## src/rtl/sebfe_regs.vh

```
// constants for the sensor and eeprom two-wire front end
`ifndef SEBFE_REGS_VH
`define SEBFE_REGS_VH

// timebase
`define SEBFE_CLK_KHZ                125000
`define SEBFE_CLK_MHZ                125

// power-on timing, in ms
`define SEBFE_RESET_COMPLETE_TIME_MS 10
`define SEBFE_INIT_WAIT_TIME_MS      10
// ten ms of the 125 MHz timebase, sized to the 24-bit init counter
`define SEBFE_RESET_COMPLETE_CYCLES  24'h1312D0

// scl low timeout window, in us
`define SEBFE_SCL_LOW_TIMEOUT_MIN_US 25
`define SEBFE_SCL_LOW_TIMEOUT_MAX_US 35
`define SEBFE_SCL_LOW_TIMEOUT_MIN_CYCLES        (`SEBFE_SCL_LOW_TIMEOUT_MIN_US * `SEBFE_CLK_MHZ)
`define SEBFE_SCL_LOW_TIMEOUT_MAX_CYCLES        (`SEBFE_SCL_LOW_TIMEOUT_MAX_US * `SEBFE_CLK_MHZ)
// window midpoint, sized to the 16-bit low counter
`define SEBFE_SCL_LOW_TIMEOUT_TERMINAL_CYCLES   16'h0EA6

// address byte layout
`define SEBFE_TYPE_MSB               7
`define SEBFE_TYPE_LSB               4
`define SEBFE_ADDR_MSB               3
`define SEBFE_ADDR_LSB               1
`define SEBFE_RW_BIT                 0
`define SEBFE_TYPE_EEPROM            4'hA
`define SEBFE_TYPE_PROTECT           4'h6
`define SEBFE_TYPE_SENSOR            4'h3
`define SEBFE_ADDR_BITS              4'h8

// power-on defaults
`define SEBFE_POINTER_DEFAULT        8'h00
`define SEBFE_LIMIT_DEFAULT          16'h0000
`define SEBFE_HYST_DEFAULT           2'h0
`define SEBFE_PAGE_DEFAULT           1'h0

`endif

```

## src/rtl/sebfe_sync.v

```verilog
// two-flop synchroniser for pin inputs
`timescale 1ns/1ps

module sebfe_sync #(
   parameter WIDTH    = 1,
   parameter RESET_HI = 1
) (
   input  wire             clk,
   input  wire             rst_n,
   input  wire [WIDTH-1:0] asyncIn,
   output reg  [WIDTH-1:0] syncOut
);

   reg [WIDTH-1:0] stage1;

   always @(posedge clk) begin
      if (!rst_n) begin
         stage1  <= {WIDTH{RESET_HI[0]}};
         syncOut <= {WIDTH{RESET_HI[0]}};
      end else begin
         stage1  <= asyncIn;
         syncOut <= stage1;
      end
   end

endmodule // sebfe_sync

```

## src/rtl/sebfe_front_end.v

```verilog
// two-wire slave front end: power-on, standby, timeout, address decode
`timescale 1ns/1ps
`include "sebfe_regs.vh"

module sebfe_front_end #(
   parameter [23:0] RESET_COMPLETE_CYCLES = `SEBFE_RESET_COMPLETE_CYCLES,
   parameter [15:0] TIMEOUT_CYCLES        = `SEBFE_SCL_LOW_TIMEOUT_TERMINAL_CYCLES
) (
   input  wire        clk,
   input  wire        rst_n,
   input  wire        sclIn,
   input  wire        sdaIn,
   output reg         sdaOut,
   output reg         sdaOe,
   input  wire [2:0]  strapAddressPins,
   input  wire        pendingOperation,
   output reg         alertOut,
   output reg         alertOe,
   output reg         resetComplete,
   output reg         standby,
   output reg         sensorMonitoring,
   output reg  [7:0]  registerPointer,
   output reg  [15:0] upperLimit,
   output reg  [15:0] lowerLimit,
   output reg  [15:0] criticalLimit,
   output reg  [1:0]  hysteresis,
   output reg         alertInterruptMode,
   output reg         alertActiveHigh,
   output reg         alertEnable,
   output reg         eepromPageSelect,
   output reg         startDetect,
   output reg         stopDetect,
   output reg         busTimeout,
   output reg         addressAck,
   output reg         addressNack,
   output reg         selectEeprom,
   output reg         selectProtect,
   output reg         selectSensor,
   output reg         readMode
);

   // ------------------------------------------------------------
   // states
   // ------------------------------------------------------------
   localparam [2:0] ST_IDLE     = 3'h0;
   localparam [2:0] ST_ADDR     = 3'h1;
   localparam [2:0] ST_ACK_WAIT = 3'h2;
   localparam [2:0] ST_ACK_DRV  = 3'h3;
   localparam [2:0] ST_ACK_END  = 3'h4;
   localparam [2:0] ST_SELECTED = 3'h5;

   // ------------------------------------------------------------
   // pin synchronisers
   // ------------------------------------------------------------
   wire       sclSync;
   wire       sdaSync;
   wire [2:0] strapSync;
   reg        sclPrev;
   reg        sdaPrev;

   sebfe_sync #(.WIDTH(1), .RESET_HI(1)) sclSyncInst (
      .clk     (clk),
      .rst_n   (rst_n),
      .asyncIn (sclIn),
      .syncOut (sclSync)
   );

   sebfe_sync #(.WIDTH(1), .RESET_HI(1)) sdaSyncInst (
      .clk     (clk),
      .rst_n   (rst_n),
      .asyncIn (sdaIn),
      .syncOut (sdaSync)
   );

   sebfe_sync #(.WIDTH(3), .RESET_HI(0)) strapSyncInst (
      .clk     (clk),
      .rst_n   (rst_n),
      .asyncIn (strapAddressPins),
      .syncOut (strapSync)
   );

   always @(posedge clk) begin
      if (!rst_n) begin
         sclPrev <= 1'b1;
         sdaPrev <= 1'b1;
      end else begin
         sclPrev <= sclSync;
         sdaPrev <= sdaSync;
      end
   end

   wire sclRise = sclSync & ~sclPrev;
   wire sclFall = ~sclSync & sclPrev;
   wire startCond = sclSync & sclPrev & sdaPrev & ~sdaSync;
   wire stopCond  = sclSync & sclPrev & ~sdaPrev & sdaSync;

   // ------------------------------------------------------------
   // power-on internal reset
   // ------------------------------------------------------------
   reg [23:0] initCount;

   always @(posedge clk) begin
      if (!rst_n) begin
         initCount     <= 24'h000000;
         resetComplete <= 1'b0;
      end else if (!resetComplete) begin
         if (initCount == RESET_COMPLETE_CYCLES - 24'h000001) begin
            resetComplete <= 1'b1;
         end else begin
            initCount <= initCount + 24'h000001;
         end
      end
   end

   // ------------------------------------------------------------
   // power-on defaults
   // ------------------------------------------------------------
   // held at defaults here except sensorMonitoring, which follows resetComplete; register writes live in the sensor core
   always @(posedge clk) begin
      if (!rst_n) begin
         sensorMonitoring   <= 1'b0;
         registerPointer    <= `SEBFE_POINTER_DEFAULT;
         upperLimit         <= `SEBFE_LIMIT_DEFAULT;
         lowerLimit         <= `SEBFE_LIMIT_DEFAULT;
         criticalLimit      <= `SEBFE_LIMIT_DEFAULT;
         hysteresis         <= `SEBFE_HYST_DEFAULT;
         alertInterruptMode <= 1'b0;
         alertActiveHigh    <= 1'b0;
         alertEnable        <= 1'b0;
         eepromPageSelect   <= `SEBFE_PAGE_DEFAULT;
         alertOut           <= 1'b0;
         alertOe            <= 1'b0;
      end else begin
         sensorMonitoring   <= resetComplete;
         registerPointer    <= `SEBFE_POINTER_DEFAULT;
         upperLimit         <= `SEBFE_LIMIT_DEFAULT;
         lowerLimit         <= `SEBFE_LIMIT_DEFAULT;
         criticalLimit      <= `SEBFE_LIMIT_DEFAULT;
         hysteresis         <= `SEBFE_HYST_DEFAULT;
         alertInterruptMode <= 1'b0;
         alertActiveHigh    <= 1'b0;
         alertEnable        <= 1'b0;
         alertOut           <= 1'b0;
         alertOe            <= 1'b0;
         eepromPageSelect   <= `SEBFE_PAGE_DEFAULT;
      end
   end

   // ------------------------------------------------------------
   // scl low timeout
   // ------------------------------------------------------------
   reg [15:0] sclLowCount;
   wire       timeoutHit = (sclLowCount == TIMEOUT_CYCLES - 16'h0001);

   always @(posedge clk) begin
      if (!rst_n) begin
         sclLowCount <= 16'h0000;
      end else if (sclSync) begin
         sclLowCount <= 16'h0000;
      end else if (!timeoutHit) begin
         sclLowCount <= sclLowCount + 16'h0001;
      end
   end

   // ------------------------------------------------------------
   // address byte receiver
   // ------------------------------------------------------------
   reg [2:0] state;
   reg [7:0] shiftReg;
   reg [3:0] bitCount;
   reg       timeoutLatched;

   wire [7:0] addrByte   = {shiftReg[6:0], sdaSync};
   wire [3:0] typeId     = addrByte[`SEBFE_TYPE_MSB:`SEBFE_TYPE_LSB];
   wire       strapMatch = (addrByte[`SEBFE_ADDR_MSB:`SEBFE_ADDR_LSB] == strapSync);
   wire       isEeprom   = (typeId == `SEBFE_TYPE_EEPROM);
   wire       isProtect  = (typeId == `SEBFE_TYPE_PROTECT);
   wire       isSensor   = (typeId == `SEBFE_TYPE_SENSOR);
   wire       addrMatch  = strapMatch & (isEeprom | isProtect | isSensor);

   always @(posedge clk) begin
      if (!rst_n) begin
         state          <= ST_IDLE;
         shiftReg       <= 8'h00;
         bitCount       <= 4'h0;
         timeoutLatched <= 1'b0;
         sdaOut         <= 1'b0;
         sdaOe          <= 1'b0;
         standby        <= 1'b1;
         startDetect    <= 1'b0;
         stopDetect     <= 1'b0;
         busTimeout     <= 1'b0;
         addressAck     <= 1'b0;
         addressNack    <= 1'b0;
         selectEeprom   <= 1'b0;
         selectProtect  <= 1'b0;
         selectSensor   <= 1'b0;
         readMode       <= 1'b0;
      end else begin
         sdaOut      <= 1'b0;
         startDetect <= 1'b0;
         stopDetect  <= 1'b0;
         busTimeout  <= 1'b0;
         addressAck  <= 1'b0;
         addressNack <= 1'b0;
         // standby when idle and no work pending
         standby     <= (state == ST_IDLE) & ~pendingOperation;
         if (sclSync) begin
            timeoutLatched <= 1'b0;
         end
         if (!resetComplete) begin
            state <= ST_IDLE;
            sdaOe <= 1'b0;
         end else if (timeoutHit && !timeoutLatched && state != ST_IDLE) begin
            state          <= ST_IDLE;
            sdaOe          <= 1'b0;
            busTimeout     <= 1'b1;
            timeoutLatched <= 1'b1;
            selectEeprom   <= 1'b0;
            selectProtect  <= 1'b0;
            selectSensor   <= 1'b0;
         end else if (startCond) begin
            state         <= ST_ADDR;
            bitCount      <= 4'h0;
            sdaOe         <= 1'b0;
            startDetect   <= 1'b1;
            selectEeprom  <= 1'b0;
            selectProtect <= 1'b0;
            selectSensor  <= 1'b0;
         end else if (stopCond) begin
            state         <= ST_IDLE;
            sdaOe         <= 1'b0;
            stopDetect    <= 1'b1;
            selectEeprom  <= 1'b0;
            selectProtect <= 1'b0;
            selectSensor  <= 1'b0;
         end else begin
            case (state)
               ST_IDLE: begin
                  sdaOe <= 1'b0;
               end
               ST_ADDR: begin
                  if (sclRise) begin
                     shiftReg <= addrByte;
                     bitCount <= bitCount + 4'h1;
                     if (bitCount == `SEBFE_ADDR_BITS - 4'h1) begin
                        if (addrMatch) begin
                           state <= ST_ACK_WAIT;
                        end else begin
                           state       <= ST_IDLE;
                           addressNack <= 1'b1;
                        end
                     end
                  end
               end
               ST_ACK_WAIT: begin
                  if (sclFall) begin
                     sdaOe      <= 1'b1;
                     state      <= ST_ACK_DRV;
                     addressAck <= 1'b1;
                     readMode      <= shiftReg[`SEBFE_RW_BIT];
                     selectEeprom  <= shiftReg[7:4] == `SEBFE_TYPE_EEPROM;
                     selectProtect <= shiftReg[7:4] == `SEBFE_TYPE_PROTECT;
                     selectSensor  <= shiftReg[7:4] == `SEBFE_TYPE_SENSOR;
                  end
               end
               ST_ACK_DRV: begin
                  if (sclRise) begin
                     state <= ST_ACK_END;
                  end
               end
               ST_ACK_END: begin
                  // release only after the ninth falling edge
                  if (sclFall) begin
                     sdaOe <= 1'b0;
                     state <= ST_SELECTED;
                  end
               end
               ST_SELECTED: begin
                  // data phase belongs to the selected function
                  sdaOe <= 1'b0;
               end
               default: begin
                  state <= ST_IDLE;
                  sdaOe <= 1'b0;
               end
            endcase
         end
      end
   end

endmodule // sebfe_front_end

```

## config.mk

```make
export PLATFORM = sky130hd
export DESIGN_NAME = sebfe_front_end
export DESIGN_NICKNAME = d
export VERILOG_FILES = /design/src/rtl/sebfe_sync.v /design/src/rtl/sebfe_front_end.v
export VERILOG_INCLUDE_DIRS = /design/src /design/src/rtl
export SDC_FILE = /design/constraint.sdc
export NUM_CORES = 1
export LEC_CHECK = 0
export BUFFER_PORTS_ARGS = -buffer_cell sky130_fd_sc_hd__buf_2
export CORE_ASPECT_RATIO = 0.7
export CORE_UTILIZATION = 55
export CTS_BUF_LIST = sky130_fd_sc_hd__clkbuf_8
export CTS_CLUSTER_SIZE = 8
export DETAILED_ROUTE_END_ITERATION = 12
export PLACE_DENSITY = 0.88
export SLEW_MARGIN = 40
export SYNTH_ARGS = -nofsm -noshare
export SYNTH_HDL_FRONTEND = slang
export SYNTH_HIERARCHICAL = 1
export SYNTH_SLANG_ARGS = --single-unit
```

## constraint.sdc

```tcl
create_clock -name clk -period 2.2 [get_ports clk]
set_input_delay 0.66 -clock clk [delete_from_list [all_inputs] [get_ports clk]]
set_output_delay 0.66 -clock clk [all_outputs]
set_load 0.03 [all_outputs]
```

# Word-level counts from Yosys, hierarchy flattened
# Index checks and enable logic that the tools add are counted.
[op_classes] addsub=3 eq_ne=27 mux=41 bitwise=28 reduce_logical=26
[op_table] operator="$mux W1" n=29
[op_table] operator="$add A24 B1 Y24 const B" n=1
[op_table] operator="$eq A24 B21 Y1 const B" n=1
[op_table] operator="$reduce_and A6 Y1" n=4
[op_table] operator="$ne A4 B4 Y1 const B" n=5
[op_table] operator="$not A1 Y1" n=17
[op_table] operator="$add A16 B1 Y16 const B" n=1
[op_table] operator="$eq A16 B12 Y1 const B" n=1
[op_table] operator="$mux W4" n=4
[op_table] operator="$mux W3" n=5
[op_table] operator="$pmux W3 S5" n=1
[op_table] operator="$eq A4 B3 Y1 const B" n=3
[op_table] operator="$ne A2 B2 Y1 const B" n=6
[op_table] operator="$and A1 B1 Y1" n=9
[op_table] operator="$eq A4 B2 Y1 const B" n=2
[op_table] operator="$eq A4 B4 Y1 const B" n=2
[op_table] operator="$reduce_bool A4 Y1" n=2
[op_table] operator="$reduce_or A8 Y1" n=1
[op_table] operator="$eq A3 B2 Y1 const B" n=2
[op_table] operator="$eq A3 B3 Y1 const B" n=2
[op_table] operator="$reduce_and A3 Y1" n=2
[op_table] operator="$reduce_or A2 Y1" n=3
[op_table] operator="$reduce_or A6 Y1" n=1
[op_table] operator="$reduce_and A5 Y1" n=1
[op_table] operator="other kinds (16)" n=20
[word_totals] register_bits=81

# Longest topological paths before layout
# Gate-level depths: netlist (run 1).
[depth] depth_word=10 ltp_mapped=8

# By module
# Netlist (run 1), hierarchy kept.
[modules_own_cells] mod="sebfe_front_end" instances=1 cells_each=450 area_per_inst_um2=3807.4
[modules_own_cells] mod="sebfe_sync (strapSyncInst)" instances=1 cells_each=12 area_per_inst_um2=157.7
[modules_own_cells] mod="sebfe_sync (sclSyncInst ...)" instances=2 cells_each=4 area_per_inst_um2=52.6

# Worst setup path before layout (run 1)
# OpenSTA, ideal clock, no wires.
[synth_timing] path_kind="register to register" startpoint="register sclLowCount[0]" endpoint="register selectEeprom" setup_ns=0.117 t_arrival_ns=1.624 required_ns=2.083 setup_slack_ns=0.459 path_stages_with_launch=7 path_buffers=0 cell_sequence="dfxtp_1 -> ha_1 -> nor3b_1 -> nand4_2 -> o21ai_2 -> nor3_1 -> a32o_1"
[synth_between] elab_chain_cells=5
[synth_lines] element="start, declared" line="sebfe_front_end.v:152" rtl="reg [15:0] sclLowCount;"
[synth_lines] element="start signal, assigned" line="sebfe_front_end.v:161" rtl="sclLowCount <= sclLowCount + 16'h0001;"
[synth_lines] element="$eq A16 B12 Y1 (*)" line="sebfe_front_end.v:153" rtl="wire timeoutHit = (sclLowCount == TIMEOUT_CYCLES - 16'h0001);"
[synth_lines] element="$logic_and A1 B1 Y1 (*) (2 in series)" line="sebfe_front_end.v:214" rtl="end else if (timeoutHit && !timeoutLatched && state != ST_IDLE) begin"
[synth_lines] element="$reduce_bool A4 Y1 (no line)"
[synth_lines] element="$reduce_and A3 Y1 (no line)"
[synth_lines] element="end signal, assigned" line="sebfe_front_end.v:262" rtl="selectEeprom <= shiftReg[7:4] == `SEBFE_TYPE_EEPROM;"
[synth_lines] element="end, declared" line="sebfe_front_end.v:36" rtl="output reg selectEeprom,"
# Mark *: on every way between the ends. The rest lies on a longest branch, timed or not.
# A chain may end at the register's enable or synchronous reset.

# Final worst setup path (run 1)
[layout_timing] startpoint="register initCount[0]" endpoint="register initCount[3]"
[layout_between] elab_chain_cells=3
[layout_lines] element="start, declared" line="sebfe_front_end.v:100" rtl="reg [23:0] initCount;"
[layout_lines] element="start signal, assigned" line="sebfe_front_end.v:110" rtl="initCount <= initCount + 24'h000001;"
[layout_lines] element="branches (longest 3 deep; another with $add A24 B1 Y24)"
# Several ways; the timed one is not identified.

==> results of run 1 <==
cell families after synthesis:
logic type | count (synthesis) | synth area share [%]
AOI/OAI and AO/OA | 56 | 8.98
xor gates and xnor gates | 31 | 6.67
adders and majority gates | 4 | 1.23
buffers and inverters | 95 | 14.9
DFF | 81 | 39.8
muxes | 4 | 0.984
other | 1 | 0.0921
and+or+nand+nor | 198 | 27.3
worst reg2reg max path, cell delays in order (launching register included):
cell,delay [ps]
dfxtp_1,390
ha_1,230
nand4_2,250
nor3_1,340
a41oi_2,270
nand4_1,190
mux2i_1,180
cell usage in the layout (no fill, tap or decap), types with 9 or more instances in the layout:
cell and instances:
a21oi_1 10, and2_1 9, buf_2 20, clkbuf_8 11, conb_1 65, dfxtp_1 81, inv_1 12, nand2_1 39
nand2b_1 16, nand3_1 22, nand4_1 9, nor2_1 37, nor3_1 18, o21ai_0 12, o21ai_1 11, xnor2_1 21
xor2_1 10
power groups by stage:
stage | registers (W) | logic (W) | clock network (W)
2_1_floorplan | 0.00153 | 0.000280 | 0
3_3_place_gp | 0.00153 | 0.000208 | 0
3_5_place_dp | 0.00153 | 0.000213 | 0
4_1_cts | 0.00149 | 0.000213 | 0.00113
5_1_grt | 0.00149 | 0.000230 | 0.00118
6_report | 0.00149 | 0.000215 | 0.00111
state kept, by name, indices dropped and copies added (netlist names), 3 cells and up:
signal,flops
strapSyncInst/syncOut,3
sclLowCount,16
initCount,24
strapSyncInst/stage1,3
shiftReg,8
bitCount,4
state,3
final cells by class:
cell class	instances	share of cell area, %
Clock inverter	4	1.25
Sequential cell	81	38.5
Clock buffer	11	3.60
Tap cell	94	2.79
Multi-Input combinational cell	358	49.5
Inverter	12	1.07
Timing Repair Buffer	25	3.27
how the worst max path moves through the flow:
stage                     slack, ps                         to
after floorplan                 460  selectEeprom$_SDFFE_PN0P_
after global placement          410   bitCount[0]$_SDFFE_PN0P_
after detailed placement        300  initCount[3]$_SDFFE_PN0P_
after CTS                       300  initCount[3]$_SDFFE_PN0P_
after global routing            120  initCount[3]$_SDFFE_PN0P_
final                           290  initCount[3]$_SDFFE_PN0P_
metal layers:
layer	vias up	track usage, %	wire length [um]
li1	1517	-	-
met1	1430	25.8	3400
met2	135	34.0	3440
met3	17	5.08	475
met4	0	10.8	128
met5	-	0	0
metrics by stage:
stage	power (W)	instances	area, sq um	worst slack [ps]	util, %
4_1_cts	0.00284	585	4210	295	60.6
5_1_grt	0.00291	585	4210	123	60.6
3_5_place_dp	0.00174	570	4010	300	57.7
6_report	0.00282	585	4210	293	60.6
2_1_floorplan	0.00181	534	4310	459	-
3_3_place_gp	0.00173	570	4010	411	57.7
==> impl_metrics.env, run 1 <==
export IMPL_timing_hold_worst_class="reg2reg"
export IMPL_gr_overflow_total=0
export IMPL_crit_path_cell_trace="ha_1 -> nand4_2 -> nor3_1 -> a41oi_2 -> nand4_1 -> mux2i_1"
export IMPL_power_share_of_the_sequential_group_pct=52.9
export IMPL_routabilityCongestion=0.844
export IMPL_timing_hold_worst_path_depth=1
export IMPL_min_delay_worst_endpoint="sdaSyncInst/syncOut$_SDFF_PN1_"
export IMPL_rr_startpoint="initCount[0]$_SDFFE_PN0P_"
export IMPL_drc=0
export IMPL_floorplan_die_height_um=74.0
export IMPL_antenna_violations_before_repair=0
export IMPL_switching_power_summed_over_all_nets_w=0.000736
export IMPL_timing_critical_path_slowest_stage_cell="dfxtp_1"
export IMPL_cts_tree="done"
export IMPL_timing_max_cap_violations=0
export IMPL_grt_pass1_wl_mm=12.4
export IMPL_slew_margin_rel_pct=53.7
export IMPL_post_cts_hold_buffer_count=0
export IMPL_share_clk_of_total_power_pct=39.5
export IMPL_synth_warnings=6
export IMPL_layout_min_cycle_time_ps=1910
export IMPL_clock_insertion_delay_worst_skew_ps=360
export IMPL_timing_critical_path_arrival_ps=2200
export IMPL_area_growth_pct=3.41
export IMPL_max_vdd_ir_drop_mv=0.494
export IMPL_cts_made_buffers=9
export IMPL_grt_start_max_net_pins=49
export IMPL_dp_hpwl_mm=5.21
export IMPL_floorplan_initialDensity_pct=58.6
export IMPL_setup_viol_count_final=0
export IMPL_clock_tree_buffer_depth=2
export IMPL_synth_cell_types=56
export IMPL_status="finished, final reports clean"
export IMPL_cts_num_sinks=81
export IMPL_top_count_cell_post_synth="dfxtp_1"
export IMPL_power_share_switching_pct=26.1
export IMPL_r2r_worst_path_cells=6
export IMPL_number_of_enable_type_register_cells_in_the_synthesized_netlist=0
export IMPL_buffer_ports_inserted=20
export IMPL_ys_seq_area_share_pct=39.8
export IMPL_cts_resized=0
export IMPL_worst_path_largest_cell_delay_ps=390
export IMPL_timing_critical_path_fanout_max=7
export IMPL_die_area_sq_um=7750
export IMPL_finalMaxSlewViolations=0
export IMPL_final_seq_area_sq_um=1620
export IMPL_worstSetupEndpointType="flop"
export IMPL_grt_setup_unrepaired="no"
export IMPL_critPathTopFamily="simple AND/OR/NAND/NOR gates"
export IMPL_globalRouteTotalUtil_pct=20.6
export IMPL_routed_via_count=3099
export IMPL_reg2reg_slack_ps=290
export IMPL_vias_per_cell=5.30
export IMPL_h_tree_depth=3
export IMPL_synth_commonest_cells="81 x dfxtp_1, 65 x buf_4, 39 x nand2_1, 37 x nor2_1, 22 x nand3_1"
export IMPL_fmax_ghz=0.524
export IMPL_core_rowCount=25
export IMPL_worstSetupStartpoint="initCount[0]$_SDFFE_PN0P_"
export IMPL_synth_seq_cells=81
export IMPL_postSynth_topFlopCell="dfxtp_1"
export IMPL_critical_path_reg2reg_endpoint="initCount[3]$_SDFFE_PN0P_"
export IMPL_first_iter_violations=193
export IMPL_hold_viol=0
export IMPL_netlist_area_leader_share_pct=39.8
export IMPL_post_cts_setup_buffers=0
export IMPL_finish_net_count=499
export IMPL_combined_area_of_the_multi_input_logic_cells_sq_um=2080
export IMPL_worstPathRequired_ps=2490
export IMPL_power_per_cell_area_nw_per_um2=670
export IMPL_core_sq_um=6940
export IMPL_power_frac_comb_pct=7.6
export IMPL_post_route_cells_drive_above_1_share_pct=11.4
export IMPL_ys_async_sr_fraction_pct=0
export IMPL_clkTransAtPathRegs_ps=80
export IMPL_synth_area_sq_um=4070
export IMPL_firstDrtPassIters=5
export IMPL_synth_area_leader_cell="dfxtp_1"
export IMPL_timing_worst_setup_path_type="reg2reg"
export IMPL_max_slew_worst_pin_slew_ps=695
export IMPL_final_period_utilization_pct=86.7
export IMPL_fin_worst_skew_ps=12.4
export IMPL_num_antenna_cells=0
export IMPL_wire_per_inst_um=12.7
export IMPL_syn_instance_count=470
export IMPL_intPower_w=0.00209
export IMPL_worst_path_buf_inv=0
export IMPL_postRouteAntennaNets=0
export IMPL_timing_critical_path_from_type="flop"
export IMPL_first_global_vias=2635
export IMPL_syn_mean_instance_area_sq_um=8.66
export IMPL_hold_start="sdaSyncInst/stage1$_SDFF_PN1_"
export IMPL_top_area_cells_in_the_synthesized_netlist="dfxtp_1 40%, buf_4 12%, xnor2_1 4.5%, nand2_1 3.6%, nor2_1 3.4%"
export IMPL_fill_cells=589
export IMPL_fp_dieW_um=105
export IMPL_power_leakage_nw=1.59
export IMPL_holdWs_ps=410
export IMPL_top_level_ports=86
export IMPL_cts_root_buffer_cell="clkbuf_8"
export IMPL_setup_tns_ps=0
export IMPL_wirelength_mm=7.44
export IMPL_cp_depth=6
Note: power is estimated with default switching activity, not from simulation.
==> run 2: changes to the inputs <==
--- a/config.mk
+++ b/config.mk
@@ -13,6 +13,7 @@
 export CTS_CLUSTER_SIZE = 8
 export DETAILED_ROUTE_END_ITERATION = 12
 export PLACE_DENSITY = 0.88
+export REMOVE_ABC_BUFFERS = 1
 export SLEW_MARGIN = 40
 export SYNTH_ARGS = -nofsm -noshare
 export SYNTH_HDL_FRONTEND = slang
==> run 2 against run 1 <==
  * Non-clock buffer count increased by 1
  * Fmax decreased by 5.1%
  * First-iteration DRC count rose by 17%
  * Sequential power about the same
  * Via count grew 1.6%
  * Sequential cell count is the same
  * Sequential share of layout area down 0.069 points
  * Core utilization increased by 0.11 points
==> impl_metrics.env, run 2 (synthesized netlist as in run 1, its figures left out) <==
export IMPL_buffer_ports_inserted=20
export IMPL_die_area_sq_um=7750
export IMPL_layoutNonFillerInstCount=587
export IMPL_grt_start_max_net_pins=50
export IMPL_clock_tree_buffer_depth=2
export IMPL_firstDrtPassIters=6
export IMPL_max_vdd_ir_drop_mv=0.389
export IMPL_cts_tree="done"
export IMPL_status="finished, final reports clean"
export IMPL_power_per_cell_area_nw_per_um2=664
export IMPL_power_share_switching_pct=26.3
export IMPL_share_clk_of_total_power_pct=39.1
export IMPL_setup_viol_count_final=0
export IMPL_routabilityCongestion=0.916
export IMPL_floorplan_die_height_um=74.0
export IMPL_fmax_ghz=0.497
export IMPL_slew_margin_rel_pct=60.7
export IMPL_wire_per_inst_um=12.7
export IMPL_layout_min_cycle_time_ps=2010
export IMPL_h_tree_depth=3
export IMPL_crit_path_cell_trace="buf_2"
export IMPL_clock_insertion_delay_worst_skew_ps=340
export IMPL_post_cts_setup_buffers=0
export IMPL_critPathCapture="resetComplete"
export IMPL_hold_viol=0
export IMPL_top_level_ports=86
export IMPL_num_antenna_cells=0
export IMPL_first_iter_violations=226
export IMPL_vias_per_cell=5.36
export IMPL_core_sq_um=6940
export IMPL_timing_critical_path_slowest_stage_cell="dfxtp_1"
export IMPL_floorplan_initialDensity_pct=58.6
export IMPL_finish_net_count=500
export IMPL_drc=0
export IMPL_antenna_violations_before_repair=0
export IMPL_cp_depth=1
export IMPL_globalRouteTotalUtil_pct=20.3
export IMPL_cts_resized=0
export IMPL_post_route_cells_drive_above_1_share_pct=11.8
export IMPL_cts_num_sinks=81
export IMPL_worst_path_largest_cell_delay_ps=700
export IMPL_clkTransAtPathRegs_ps=80
export IMPL_post_cts_hold_buffer_count=0
export IMPL_power_leakage_nw=1.60
export IMPL_area_growth_pct=3.60
export IMPL_worst_path_buf_inv=1
export IMPL_fin_worst_skew_ps=9.31
export IMPL_core_rowCount=25
export IMPL_worstSetupEndpointType="output pin"
export IMPL_combined_area_of_the_multi_input_logic_cells_sq_um=2080
export IMPL_reg_largest_list="initCount (24), sclLowCount (16), shiftReg (8)"
export IMPL_gr_overflow_total=0
export IMPL_final_common_cell="dfxtp_1"
export IMPL_critical_path_reg2reg_endpoint="bitCount[0]$_SDFFE_PN0P_"
export IMPL_timing_hold_worst_class="reg2reg"
export IMPL_timing_critical_path_arrival_ps=1350
export IMPL_power_frac_comb_pct=7.7
export IMPL_critPathTopFamily="flip-flops"
export IMPL_layout_common_cells="81 x dfxtp_1, 65 x conb_1, 39 x nand2_1, 37 x nor2_1, 22 x nand3_1"
export IMPL_intPower_w=0.00206
export IMPL_first_global_vias=2724
export IMPL_reg2reg_slack_ps=220
export IMPL_grt_pass1_wl_mm=12.5
export IMPL_wirelength_mm=7.45
export IMPL_setup_tns_ps=0
export IMPL_largest_register="initCount"
export IMPL_cts_root_buffer_cell="clkbuf_8"
export IMPL_placed_cells_incl_taps=571
export IMPL_final_period_utilization_pct=91.4
export IMPL_worstPathRequired_ps=1540
export IMPL_dp_hpwl_mm=5.35
export IMPL_grt_setup_unrepaired="no"
export IMPL_power_w=0.00280
export IMPL_holdWs_ps=413
export IMPL_finalMaxSlewViolations=0
export IMPL_timing_critical_path_fanout_max=16
export IMPL_fp_dieW_um=105
export IMPL_fill_cells=575
export IMPL_rr_startpoint="sclLowCount[0]$_SDFFE_PP0P_"
export IMPL_postRouteAntennaNets=0
export IMPL_timing_max_cap_violations=0
export IMPL_largest_register_ff_count=24
export IMPL_timing_worst_setup_path_type="reg2out"
export IMPL_r2r_worst_path_cells=7
export IMPL_final_seq_area_sq_um=1620
export IMPL_worstSetupStartpoint="resetComplete$_SDFF_PN0_"
export IMPL_routed_via_count=3149
export IMPL_max_slew_worst_pin_slew_ps=588
export IMPL_cts_made_buffers=9
export IMPL_timing_critical_path_from_type="flop"
export IMPL_power_share_of_the_sequential_group_pct=53.3
export IMPL_switching_power_summed_over_all_nets_w=0.000737
==> run 2: cell types whose count changed in the layout (fill, tap and decap cells not counted), sizes merged <==
cell	before	now
clkbuf	11	10
inv	12	13
buf	25	26
clkinv	0	1
==> run 2: worst min path at each step <==
stage	startpoint	to	slack [ps]	cells past startpoint
after detailed placement	sclSyncInst/stage1$_SDFF_PN1_	sclSyncInst/syncOut$_SDFF_PN1_	400	1
after global routing	sclSyncInst/stage1$_SDFF_PN1_	sclSyncInst/syncOut$_SDFF_PN1_	430	1
final	sclSyncInst/stage1$_SDFF_PN1_	sclSyncInst/syncOut$_SDFF_PN1_	410	1
after floorplan	sclSyncInst/stage1$_SDFF_PN1_	sclSyncInst/syncOut$_SDFF_PN1_	390	1
after global placement	sdaSyncInst/stage1$_SDFF_PN1_	sdaSyncInst/syncOut$_SDFF_PN1_	390	1
after CTS	sclSyncInst/stage1$_SDFF_PN1_	sclSyncInst/syncOut$_SDFF_PN1_	420	1
==> run 2: per-layer routing <==
layer / part of all wire [%] / GRT usage [%] / wire [um] / vias up
met3: 8.2 / 5.08 / 614 / 17
met4: 1.6 / 6.73 / 116 / 0
met2: 46 / 34.7 / 3430 / 150
met5: 0 / 0 / 0 / -
li1: - / - / - / 1523
met1: 44 / 25.7 / 3290 / 1459
==> run 2: final cells by class <==
type	count	share of cell area (%)
Inverter	12	1.07
Sequential cell	81	38.5
Tap cell	94	2.79
Clock buffer	10	3.26
Clock inverter	6	1.57
Multi-Input combinational cell	358	49.4
Timing Repair Buffer	26	3.44
==> run 2: power by group through the flow <==
stage | clock network, W | logic [W] | registers (W)
3_5_place_dp | 0 | 0.000212 | 0.00153
5_1_grt | 0.00118 | 0.000231 | 0.00149
2_1_floorplan | 0 | 0.000179 | 0.00153
6_report | 0.00109 | 0.000214 | 0.00149
3_3_place_gp | 0 | 0.000209 | 0.00153
4_1_cts | 0.00112 | 0.000213 | 0.00149
==> run 2: metrics by stage <==
stage | cell area (sq um) | setup WS [ps] | util [%]
3_3_place_gp | 4010 | 395 | 57.8
5_1_grt | 4220 | 43.6 | 60.7
2_1_floorplan | 3750 | 20.2 | -
3_5_place_dp | 4010 | 247 | 57.8
6_report | 4220 | 190 | 60.7
4_1_cts | 4220 | 217 | 60.7
==> run 3: changes to the inputs <==
==> constraint.sdc (replaced) <==
create_clock -name clk -period 2.2 [get_ports clk]
set_input_delay 0.22 -clock clk [delete_from_list [all_inputs] [get_ports clk]]
set_output_delay 0.22 -clock clk [all_outputs]
set_load 0.03 [all_outputs]
==> run 3 against run 2 <==
  * Sequential power about the same
  * Clock power about the same
  * Sequential share of layout area about the same
  * Via count down 0.73%
  * Global-route usage down 0.54 points
  * Hold slack worse by 370 ps
  * Clock skew down 2.8 ps
  * First-iteration DRC count down 8.8%
  * Cell area about the same
  * Worst setup slack better by 110 ps
  * Routed wire length down 3.8%
  * Core utilization about the same
  * Critical endpoint is now bitCount[0]$_SDFFE_PN0P_
==> impl_metrics.env, run 3 (synthesized netlist as in run 1, its figures left out) <==
export IMPL_largest_register_ff_count=24
export IMPL_combined_area_of_the_multi_input_logic_cells_sq_um=2080
export IMPL_clock_insertion_delay_worst_skew_ps=350
export IMPL_worstPathRequired_ps=2440
export IMPL_core_sq_um=6940
export IMPL_vias_per_cell=5.33
export IMPL_slew_margin_rel_pct=54.6
export IMPL_timing_critical_path_fanout_max=21
export IMPL_post_cts_setup_buffers=0
export IMPL_post_cts_hold_buffer_count=0
export IMPL_routed_via_count=3126
export IMPL_floorplan_die_height_um=74.0
export IMPL_r2r_worst_path_cells=7
export IMPL_timing_critical_path_arrival_ps=2130
export IMPL_drc=0
export IMPL_wire_per_inst_um=12.2
export IMPL_cts_made_buffers=9
export IMPL_setup_tns_ps=0
export IMPL_die_area_sq_um=7750
export IMPL_share_clk_of_total_power_pct=39.1
export IMPL_layout_min_cycle_time_ps=1900
export IMPL_rr_startpoint="sclLowCount[0]$_SDFFE_PP0P_"
export IMPL_num_antenna_cells=0
export IMPL_antenna_violations_before_repair=0
export IMPL_post_route_cells_drive_above_1_share_pct=11.6
export IMPL_reg_largest_list="initCount (24), sclLowCount (16), shiftReg (8)"
export IMPL_timing_hold_worst_path_depth=2
export IMPL_dp_hpwl_mm=5.19
export IMPL_grt_setup_unrepaired="no"
export IMPL_core_rowCount=25
export IMPL_final_period_utilization_pct=86.3
export IMPL_clkTransAtPathRegs_ps=80
export IMPL_cts_tree="done"
export IMPL_grt_pass1_wl_mm=12.0
export IMPL_cts_num_sinks=81
export IMPL_max_slew_worst_pin_slew_ps=680
export IMPL_worst_path_largest_cell_delay_ps=450
export IMPL_power_frac_comb_pct=7.7
export IMPL_switching_power_summed_over_all_nets_w=0.000712
export IMPL_reg2reg_slack_ps=300
export IMPL_floorplan_initialDensity_pct=58.6
export IMPL_power_leakage_nw=1.61
export IMPL_timing_worst_setup_path_type="reg2reg"
export IMPL_grt_start_max_net_pins=23
export IMPL_fin_worst_skew_ps=6.47
export IMPL_setup_viol_count_final=0
export IMPL_holdWs_ps=41.4
export IMPL_min_delay_worst_endpoint="standby$_SDFF_PN1_"
export IMPL_fmax_ghz=0.526
export IMPL_critPathTopFamily="simple AND/OR/NAND/NOR gates"
export IMPL_largest_register="initCount"
export IMPL_crit_path_cell_trace="ha_1 -> nor3b_1 -> nand4_2 -> o21ai_1 -> buf_4 -> or2_1 -> a21oi_1"
export IMPL_area_growth_pct=3.66
export IMPL_timing_max_cap_violations=0
export IMPL_timing_critical_path_from_type="flop"
export IMPL_power_share_switching_pct=25.4
export IMPL_wirelength_mm=7.17
export IMPL_layout_common_cells="81 x dfxtp_1, 65 x conb_1, 39 x nand2_1, 37 x nor2_1, 22 x nand3_1"
export IMPL_first_iter_violations=206
export IMPL_cts_resized=0
export IMPL_postRouteAntennaNets=0
export IMPL_power_share_of_the_sequential_group_pct=53.3
export IMPL_worstSetupEndpointType="flop"
export IMPL_worstSetupStartpoint="sclLowCount[0]$_SDFFE_PP0P_"
export IMPL_status="finished, final reports clean"
export IMPL_first_global_vias=2637
export IMPL_timing_critical_path_slowest_stage_cell="dfxtp_1"
export IMPL_h_tree_depth=3
export IMPL_firstDrtPassIters=4
export IMPL_top_level_ports=86
export IMPL_worst_path_buf_inv=1
export IMPL_finalMaxSlewViolations=0
export IMPL_clock_tree_buffer_depth=2
export IMPL_fp_dieW_um=105
export IMPL_intPower_w=0.00209
export IMPL_final_common_cell="dfxtp_1"
export IMPL_globalRouteTotalUtil_pct=19.8
export IMPL_gr_overflow_total=0
export IMPL_max_vdd_ir_drop_mv=0.600
export IMPL_hold_start="pendingOperation"
export IMPL_routabilityCongestion=0.887
export IMPL_finish_net_count=500
export IMPL_power_per_cell_area_nw_per_um2=664
export IMPL_timing_hold_worst_class="in2reg"
export IMPL_buffer_ports_inserted=20
export IMPL_final_seq_area_sq_um=1620
export IMPL_hold_viol=0
export IMPL_cts_root_buffer_cell="clkbuf_8"
export IMPL_fill_cells=588
export IMPL_critical_path_reg2reg_endpoint="bitCount[0]$_SDFFE_PN0P_"
==> run 3: cell types whose count changed in the layout (fill, tap and decap cells not counted), sizes merged <==
cell      before  now
clkbuf        10   11
clkinv         1    2
clkinvlp       3    1
==> run 3: worst max-delay path by stage <==
| stage | to | depth (start not counted) |
|---|---|---|
| 3_3_place_gp | bitCount[0]$_SDFFE_PN0P_ | 7 |
| 4_1_cts | bitCount[0]$_SDFFE_PN0P_ | 7 |
| 6_report | bitCount[0]$_SDFFE_PN0P_ | 7 |
| 5_1_grt | bitCount[2]$_SDFFE_PN0P_ | 6 |
| 2_1_floorplan | bitCount[0]$_SDFFE_PN0P_ | 6 |
| 3_5_place_dp | bitCount[0]$_SDFFE_PN0P_ | 7 |
==> run 3: final cells by class <==
type	instances	area share (%)
sequential	81	38.4
clock inverter	5	1.30
inverter	12	1.07
multi-input combinational	358	49.4
tap	94	2.79
clock buffer	11	3.59
timing repair buffer	26	3.44
==> run 3: per-stage QoR <==
| stage | total power [W] | setup WS [ps] | std cells | cell area (sq um) | util [%] |
|---|---|---|---|---|---|
| 2_1_floorplan | 0.00170 | 20.2 | 451 | 3750 | - |
| 3_3_place_gp | 0.00174 | 393 | 571 | 4010 | 57.8 |
| 3_5_place_dp | 0.00174 | 326 | 571 | 4010 | 57.8 |
| 4_1_cts | 0.00283 | 308 | 587 | 4220 | 60.8 |
| 5_1_grt | 0.00291 | 151 | 587 | 4220 | 60.8 |
| 6_report | 0.00280 | 301 | 587 | 4220 | 60.8 |
==> run 3: power by group through the flow <==
stage | sequential, W | clock [W] | combinational, W
detailed placement | 0.00153 | 0 | 0.000213
floorplan | 0.00153 | 0 | 0.000179
CTS | 0.00149 | 0.00112 | 0.000213
global placement | 0.00153 | 0 | 0.000211
global route | 0.00149 | 0.00119 | 0.000229
finish | 0.00149 | 0.00109 | 0.000215
==> run 3: per-layer routing <==
metal	wire length [um]	vias up	global-route usage [%]	part of all wire [%]
met3	618	14	5.17	8.6
met5	0	-	0	0
met4	159	0	9.08	2.2
met1	3210	1429	25.6	45
li1	-	1523	-	-
met2	3180	160	31.6	44
